==> config.mk <==
export PLATFORM = sky130hd
export DESIGN_NAME = iod_decoder
export DESIGN_NICKNAME = d
export VERILOG_FILES = /design/src/design/iod_pkg.sv /design/src/design/iod_group_match.sv /design/src/design/iod_decoder.sv
export SDC_FILE = /design/constraint.sdc
export NUM_CORES = 1
export LEC_CHECK = 0
export ABC_CLOCK_PERIOD_IN_PS = 1380
export BUFFER_PORTS_ARGS = -buffer_cell sky130_fd_sc_hd__buf_2
export CAP_MARGIN = 20
export CORE_MARGIN = 2
export CORE_UTILIZATION = 38
export DETAILED_ROUTE_END_ITERATION = 12
export GPL_TIMING_DRIVEN = 0
export HOLD_SLACK_MARGIN = 0.1
export PLACE_DENSITY = 0.73
export SYNTH_ARGS = -nofsm -noshare
export SYNTH_HDL_FRONTEND = slang
export SYNTH_SLANG_ARGS = --single-unit
==> constraint.sdc <==
create_clock -name clk -period 1.38 [get_ports clk]
set_clock_uncertainty 0.1 [all_clocks]
set_input_delay 0.276 -clock clk [delete_from_list [all_inputs] [get_ports clk]]
set_output_delay 0.276 -clock clk [all_outputs]
set_load 0.1 [all_outputs]
==> src/design/iod_pkg.sv <==
// Package of address map and timing constants for the I/O port decoder
package iod_pkg;

  localparam int unsigned ADDR_W = 8;
  localparam int unsigned DATA_W = 8;

  // Group base addresses, in port address units
  localparam logic [7:0] DISP_BASE = 8'h00;
  localparam logic [7:0] FLOP_BASE = 8'h04;
  localparam logic [7:0] SER_BASE = 8'h08;
  localparam logic [7:0] TMR_BASE = 8'h0C;
  localparam logic [7:0] PAR_BASE = 8'h10;
  localparam logic [7:0] SW_BASE = 8'h14;
  localparam logic [7:0] DMA_BASE = 8'hF0;

  // Group sizes expressed as the number of low address bits passed through
  localparam int unsigned SMALL_LOW_W = 2;
  localparam int unsigned DMA_LOW_W = 4;

  // Drive control bit positions in the switch port write data
  localparam int unsigned MOTOR_BIT = 0;
  localparam int unsigned LARGE_BIT = 1;

  // Reset values of the drive control latches
  localparam logic MOTOR_RST = 1'b0;
  localparam logic LARGE_RST = 1'b0;

  // Reset value of the switch synchroniser and read data register
  localparam logic [7:0] SW_RST = 8'h00;

  // Memory cycle stretch, in wait cycles
  localparam logic [1:0] MEM_WAITS = 2'h1;

  // Index of each chip select in the one-hot select vector
  localparam int unsigned SEL_DISP = 0;
  localparam int unsigned SEL_FLOP = 1;
  localparam int unsigned SEL_SER = 2;
  localparam int unsigned SEL_TMR = 3;
  localparam int unsigned SEL_PAR = 4;
  localparam int unsigned SEL_SW = 5;
  localparam int unsigned SEL_DMA = 6;
  localparam int unsigned SEL_N = 7;

  // Memory wait state machine
  typedef enum logic [1:0] {IOD_IDLE, IOD_WAIT, IOD_DONE} iod_wait_t;

endpackage

==> src/design/iod_group_match.sv <==
// Compares the upper address bits against one port group base
module iod_group_match
  import iod_pkg::*;
#(
  parameter int unsigned LOW_W = 2,
  parameter logic [7:0] BASE = 8'h00
)
(
  input wire logic [7:0] addr,
  input wire logic enable,
  output logic hit
);

  // Upper bits decide the group, low bits stay with the device
  assign hit = enable && (addr[7:LOW_W] == BASE[7:LOW_W]);

endmodule // iod_group_match

==> src/design/iod_decoder.sv <==
// I/O port address decoder with switch port and memory wait stretch
// Summary of operation
// - Every peripheral owns four consecutive ports, the DMA controller sixteen.
// - Ports 00 to 03 select the display controller, 00 parameter and 01 command.
// - Ports 04 to 07 select the floppy controller, 04 main status and 05 data.
// - Ports 08 to 0B select the dual serial controller, data A, data B, control A, control B.
// - Ports 0C to 0F select timer channels 0 to 3 in order.
// - Ports 10 to 13 select the parallel port controller in its four register order.
// - A read of the switch group at 14 returns the eight switch bits on the data bus.
// - A write to the switch group latches bit 0 as motor enable and bit 1 as large drive select.
// - Every memory cycle is stretched by one wait state.
// - Ports F0 to FF select the DMA controller with all sixteen registers reachable.
module iod_decoder
  import iod_pkg::*;
(
  input wire logic clk,
  input wire logic rst_n,
  input wire logic [7:0] addr,
  input wire logic iorq_n,
  input wire logic mreq_n,
  input wire logic m1_n,
  input wire logic rd_n,
  input wire logic wr_n,
  input wire logic [7:0] data_in,
  input wire logic [7:0] switch_pins,
  output logic [7:0] data_out,
  output logic data_oe_n,
  output logic display_select,
  output logic floppy_select,
  output logic serial_controller_select,
  output logic timer_controller_select,
  output logic parallel_port_select,
  output logic dma_select,
  output logic [3:0] reg_index,
  output logic motor_enable,
  output logic large_drive_select,
  output logic wait_n
);

  ////////////////////////////////////////////////////////////////////////////
  // Cycle qualification and group decode

  logic io_cycle;
  logic [SEL_N-1:0] sel;
  logic [7:0] sw_meta_q;
  logic [7:0] sw_sync_q;
  logic wr_n_q;
  logic motor_q;
  logic large_q;
  iod_wait_t wst_q;
  iod_wait_t wst_d;
  logic mem_active;

  // I/O request without M1 is a real port cycle
  assign io_cycle = !iorq_n && m1_n;

  iod_group_match #(.LOW_W(SMALL_LOW_W), .BASE(DISP_BASE)) u_disp
  (
    .addr(addr),
    .enable(io_cycle),
    .hit(sel[SEL_DISP])
  );

  iod_group_match #(.LOW_W(SMALL_LOW_W), .BASE(FLOP_BASE)) u_flop
  (
    .addr(addr),
    .enable(io_cycle),
    .hit(sel[SEL_FLOP])
  );

  iod_group_match #(.LOW_W(SMALL_LOW_W), .BASE(SER_BASE)) u_ser
  (
    .addr(addr),
    .enable(io_cycle),
    .hit(sel[SEL_SER])
  );

  iod_group_match #(.LOW_W(SMALL_LOW_W), .BASE(TMR_BASE)) u_tmr
  (
    .addr(addr),
    .enable(io_cycle),
    .hit(sel[SEL_TMR])
  );

  iod_group_match #(.LOW_W(SMALL_LOW_W), .BASE(PAR_BASE)) u_par
  (
    .addr(addr),
    .enable(io_cycle),
    .hit(sel[SEL_PAR])
  );

  iod_group_match #(.LOW_W(SMALL_LOW_W), .BASE(SW_BASE)) u_sw
  (
    .addr(addr),
    .enable(io_cycle),
    .hit(sel[SEL_SW])
  );

  iod_group_match #(.LOW_W(DMA_LOW_W), .BASE(DMA_BASE)) u_dma
  (
    .addr(addr),
    .enable(io_cycle),
    .hit(sel[SEL_DMA])
  );

  // Chip selects out, one per group except the switch group, whose select stays internal
  assign display_select = sel[SEL_DISP];
  assign floppy_select = sel[SEL_FLOP];
  assign serial_controller_select = sel[SEL_SER];
  assign timer_controller_select = sel[SEL_TMR];
  assign parallel_port_select = sel[SEL_PAR];
  assign dma_select = sel[SEL_DMA];

  // Low bits pass through for register choice inside the device
  assign reg_index = addr[DMA_LOW_W-1:0];

  ////////////////////////////////////////////////////////////////////////////
  // Switch port read path

  // Two-stage synchroniser on the switch pins
  always_ff @(posedge clk)
  begin
    if (!rst_n)
    begin
      sw_meta_q <= SW_RST;
      sw_sync_q <= SW_RST;
    end
    else
    begin
      sw_meta_q <= switch_pins;
      sw_sync_q <= sw_meta_q;
    end
  end

  // Registered read data, driven while the switch group is read
  always_ff @(posedge clk)
  begin
    if (!rst_n)
      data_out <= SW_RST;
    else
      data_out <= sw_sync_q;
  end

  // Bus drive enable, low while driving
  assign data_oe_n = !(sel[SEL_SW] && !rd_n);

  ////////////////////////////////////////////////////////////////////////////
  // Drive control latches

  // Write strobe delay for edge detection
  always_ff @(posedge clk)
  begin
    if (!rst_n)
      wr_n_q <= 1'b1;
    else
      wr_n_q <= wr_n;
  end

  // Latch on the first cycle of a switch group write
  always_ff @(posedge clk)
  begin
    if (!rst_n)
    begin
      motor_q <= MOTOR_RST;
      large_q <= LARGE_RST;
    end
    else if (sel[SEL_SW] && !wr_n && wr_n_q)
    begin
      motor_q <= data_in[MOTOR_BIT];
      large_q <= data_in[LARGE_BIT];
    end
  end

  assign motor_enable = motor_q;
  assign large_drive_select = large_q;

  ////////////////////////////////////////////////////////////////////////////
  // Memory wait state generator

  assign mem_active = !mreq_n && (!rd_n || !wr_n);

  // Next state for one inserted wait per memory cycle
  always_comb
  begin
    wst_d = wst_q;
    case (wst_q)
      IOD_IDLE: if (mem_active) wst_d = IOD_WAIT;
      IOD_WAIT: wst_d = IOD_DONE;
      IOD_DONE: if (!mem_active) wst_d = IOD_IDLE;
      default: wst_d = IOD_IDLE;
    endcase
  end

  // State register
  always_ff @(posedge clk)
  begin
    if (!rst_n)
      wst_q <= IOD_IDLE;
    else
      wst_q <= wst_d;
  end

  // Wait asserted for the first cycle of every memory access
  assign wait_n = !((wst_q == IOD_IDLE) && mem_active);

  ////////////////////////////////////////////////////////////////////////////
  // Assertions

  a_sel_io_only: assert property (@(posedge clk) disable iff (!rst_n)
    (|sel) |-> (!iorq_n && m1_n))
    else $error("select outside an I/O cycle");

  a_sel_onehot: assert property (@(posedge clk) disable iff (!rst_n)
    $onehot0(sel))
    else $error("more than one select");

  a_disp_range: assert property (@(posedge clk) disable iff (!rst_n)
    io_cycle && (addr <= 8'h03) |-> display_select)
    else $error("display select missing");

  a_flop_range: assert property (@(posedge clk) disable iff (!rst_n)
    floppy_select |-> (addr >= 8'h04) && (addr <= 8'h07))
    else $error("floppy select out of range");

  a_ser_range: assert property (@(posedge clk) disable iff (!rst_n)
    serial_controller_select == (io_cycle && addr >= 8'h08 && addr <= 8'h0B))
    else $error("serial select wrong");

  a_tmr_range: assert property (@(posedge clk) disable iff (!rst_n)
    timer_controller_select == (io_cycle && addr >= 8'h0C && addr <= 8'h0F))
    else $error("timer select wrong");

  a_par_range: assert property (@(posedge clk) disable iff (!rst_n)
    parallel_port_select == (io_cycle && addr >= 8'h10 && addr <= 8'h13))
    else $error("parallel select wrong");

  a_dma_range: assert property (@(posedge clk) disable iff (!rst_n)
    dma_select == (io_cycle && addr >= 8'hF0))
    else $error("dma select wrong");

  a_sw_read: assert property (@(posedge clk) disable iff (!rst_n)
    !data_oe_n |-> (data_out == $past(switch_pins, 3)))
    else $error("switch read data wrong");

  a_drive_latch: assert property (@(posedge clk) disable iff (!rst_n)
    (sel[SEL_SW] && !wr_n && wr_n_q) |=> (motor_enable == $past(data_in[MOTOR_BIT]))
      && (large_drive_select == $past(data_in[LARGE_BIT])))
    else $error("drive control not latched");

  a_mem_wait: assert property (@(posedge clk) disable iff (!rst_n)
    (mem_active && wst_q == IOD_IDLE) |-> !wait_n ##1 (wait_n || !mem_active))
    else $error("memory wait not exactly one");

  c_dma_hit: cover property (@(posedge clk) disable iff (!rst_n) dma_select);
  c_sw_write: cover property (@(posedge clk) disable iff (!rst_n)
    sel[SEL_SW] && !wr_n && wr_n_q);
  c_mem_wait: cover property (@(posedge clk) disable iff (!rst_n) !wait_n ##1 wait_n);

endmodule // iod_decoder

==> results.json <==
{
  "status": "finished, violations left",
  "violations": "setup timing",
  "yosysSeqAreaShare_pct": 59.3,
  "route.met2.wl_um": 1110,
  "yosysUniqueCellTypes": 21,
  "die_height_um": 54.8,
  "area_growth_pct": 74.2,
  "worstSetupPathType": "input pin to output pin",
  "drt_iter0_drc": 2,
  "n_antenna_cell": 0,
  "cts.sinks": 29,
  "antenna_found_initial": 0,
  "crit_path_top_delay_cell": "or4bb_4",
  "ys_warn_count": 0,
  "crit_buf_inv": 2,
  "crit_chain": "buf_12 -> or4bb_4 -> or3_4 -> buf_12",
  "io_buffers": 43,
  "routed.top_layer": "met4",
  "rows": 18,
  "drive_gt1_share_pct": 49.7,
  "rsz0062_at_grt": "yes",
  "path_max_fanout": 5,
  "critPathLaunchType": "input pin",
  "ir_drop_uv": 923,
  "min_path_type": "input pin to flip-flop",
  "grt_max_degree": 11,
  "layout_commonest_cell": "dfxtp_1",
  "fmax_ghz": 0.531,
  "route.met3.wl_um": 188,
  "yosys_register_bits": 29,
  "period_needed_ns": 1.88,
  "drcViolationCount": 0,
  "critical_path.most_common_cell": "buf_12",
  "vias": 841,
  "insertion_delay_ns": 0.30,
  "syn_avg_cell_area_um2": 10.8,
  "drt_pass1_iterations": 2,
  "leakagePower_nw": 0.760,
  "slew_viol_final": 0,
  "fp.dieW_um": 54.8,
  "core_mm2": 0.00245,
  "root_buffer": "clkbuf_4",
  "h-tree-depth": 2,
  "setup_viol": 9,
  "syn-cell-area_um2": 980,
  "ant_nets": 0,
  "multi_input_area_um2": 429,
  "maxCapViolCount": 0,
  "seq_area_um2": 583,
  "numCtsBuffers": 5,
  "initial_utilization_pct": 39.9,
  "cp.required_ns": 1.00,
  "syn_inst": 91,
  "nets": 189,
  "routed_wl_um": 2110,
  "dp_hpwl_um": 1340,
  "mostFrequentLayoutCells": "dfxtp_1, and2_1, buf_2",
  "n_fill_cell": 183,
  "clk_pin_slew_ns": 0.08,
  "arrival_ns": 1.51,
  "critPathMaxStageDelay_ns": 0.54,
  "grt_pass1_vias": 796,
  "io_pins": 53,
  "grt_pass1_wl_um": 3120,
  "p_per_area_mw_per_mm2": 1020,
  "viasPerCell": 4.45,
  "dieArea_mm2": 0.00300,
  "wire_per_inst_um": 11.2,
  "wl_met1_um": 780,
  "gp_congestion": 0.711,
  "cts_buffer_depth": 2,
  "setup_slack_ns": -0.505,
  "power.total_mw": 1.75,
  "crit_path_end_kind": "output pin",
  "cts_tree": "done",
  "critical-path-top-delay-family": "simple AND/OR/NAND/NOR gates",
  "finalCritPeriodShare_pct": 137,
  "grt_overflow": 0,
  "final_cells": 189,
  "hold_viol_final": 0,
  "slew-limit-headroom_pct": 67.7,
  "syn_nets": 122,
  "rrSetupSlack_ns": 0.22,
  "worst_pin_slew_ns": 0.488,
  "dp_cells": 164,
  "grtUsageTotal_pct": 15.5
}
[cell type report]
cell class / count / share of cell area (%)
clock buffers: 7 / 3.81
repair buffers: 60 / 31.3
well taps: 30 / 2.20
multi-input cells: 52 / 25.1
plain buffers: 7 / 2.42
flip-flops and latches: 29 / 34.2
clock inverters: 1 / 0.293
inverters: 3 / 0.660
[final timing paths]
path                                start                 endpoint  depth (start not counted)
hold / removal                       wr_n        wr_n_q$_SDFF_PN1_                          2
hold reg to reg   sw_meta_q[7]$_SDFF_PN0_  sw_sync_q[7]$_SDFF_PN0_                          1
setup / recovery                  addr[5]                data_oe_n                          4
setup reg to reg    wst_q[1]$_SDFFE_PN0P_    wst_q[1]$_SDFFE_PN0P_                          3
[flip-flops by register name (all words and copies together) (netlist names)]
register	flops
data_out	8
large_drive_select	1
motor_enable	1
sw_meta_q	8
sw_sync_q	8
wr_n_q	1
wst_q	2
[worst reg2reg max path: stages (launching register included)]
cell and delay [ns]:
dfxtp_2 0.34, buf_4 0.10, or3b_2 0.43, a21oi_1 0.13
[cells in the mapped netlist, drive strengths merged]
library cell  count  share of area (%)
dfxtp            29                 59
and2             24                 15
nor2              5                1.9
buf               4                3.1
nand2             4                1.5
clkbuf            3                1.1
inv               3                1.1
nand2b            3                1.9
nor4              3                3.4
mux2i             2                2.0
or3               2                1.3
or3b              2                1.8
or4               2                1.7
a21o              1               0.77
a21oi             1               0.51
nand4             1               0.64
or4b              1                1.4
or4bb             1                1.1
[cells by family after synthesis]
logic type	share of synthesized area (%)
buffers and inverters	5.36
flip-flops	59.3
AO/OA/AOI/OAI	1.28
multiplexers	2.04
AND/OR/NAND/NOR	32.1
[power breakdown]
group	total, mW	switching, mW	internal (mW)
sequential	0.877	0.00746	0.869
clock	0.560	0.265	0.295
combinational	0.310	0.187	0.123
total	1.75	0.460	1.29
[stage by stage]
step | hold WS, ns | utilization [%] | worst slack, ns | cell area, um2 | TNS (ns)
final | 0.126 | 69.5 | -0.505 | 1710 | -3.03
after global routing | 0.112 | 69.5 | -0.525 | 1710 | -3.35
after CTS | 0.109 | 66.9 | -0.538 | 1640 | -3.17
after detailed placement | 0.318 | 53.2 | -0.744 | 1310 | -5.08
after global placement | 0.310 | 53.2 | -0.739 | 1310 | -4.89
after floorplan | 0.277 | - | -0.939 | 1050 | -4.28
[what timing repair did]
| action | in CTS | in global routing |
|---|---|---|
| cloned | 0 | 0 |
| hold endpoints to repair | 9 | 1 |
| pin swaps | 7 | 5 |
| setup buffers | 4 | 4 |
| hold buffers | 9 | 1 |
| gates resized for setup | 43 | 10 |
| endpoints found under the setup margin | 18 | 10 |
[routing by layer]
| metal | vias to the layer above | GRT usage (%) |
|---|---|---|
| met4 | 0 | 10.0 |
| met2 | 37 | 29.6 |
| met3 | 4 | 5.19 |
| met1 | 377 | 13.5 |
| met5 | - | 0 |
| li1 | 423 | - |
No activity file was read; power rests on OpenSTA's default activity.
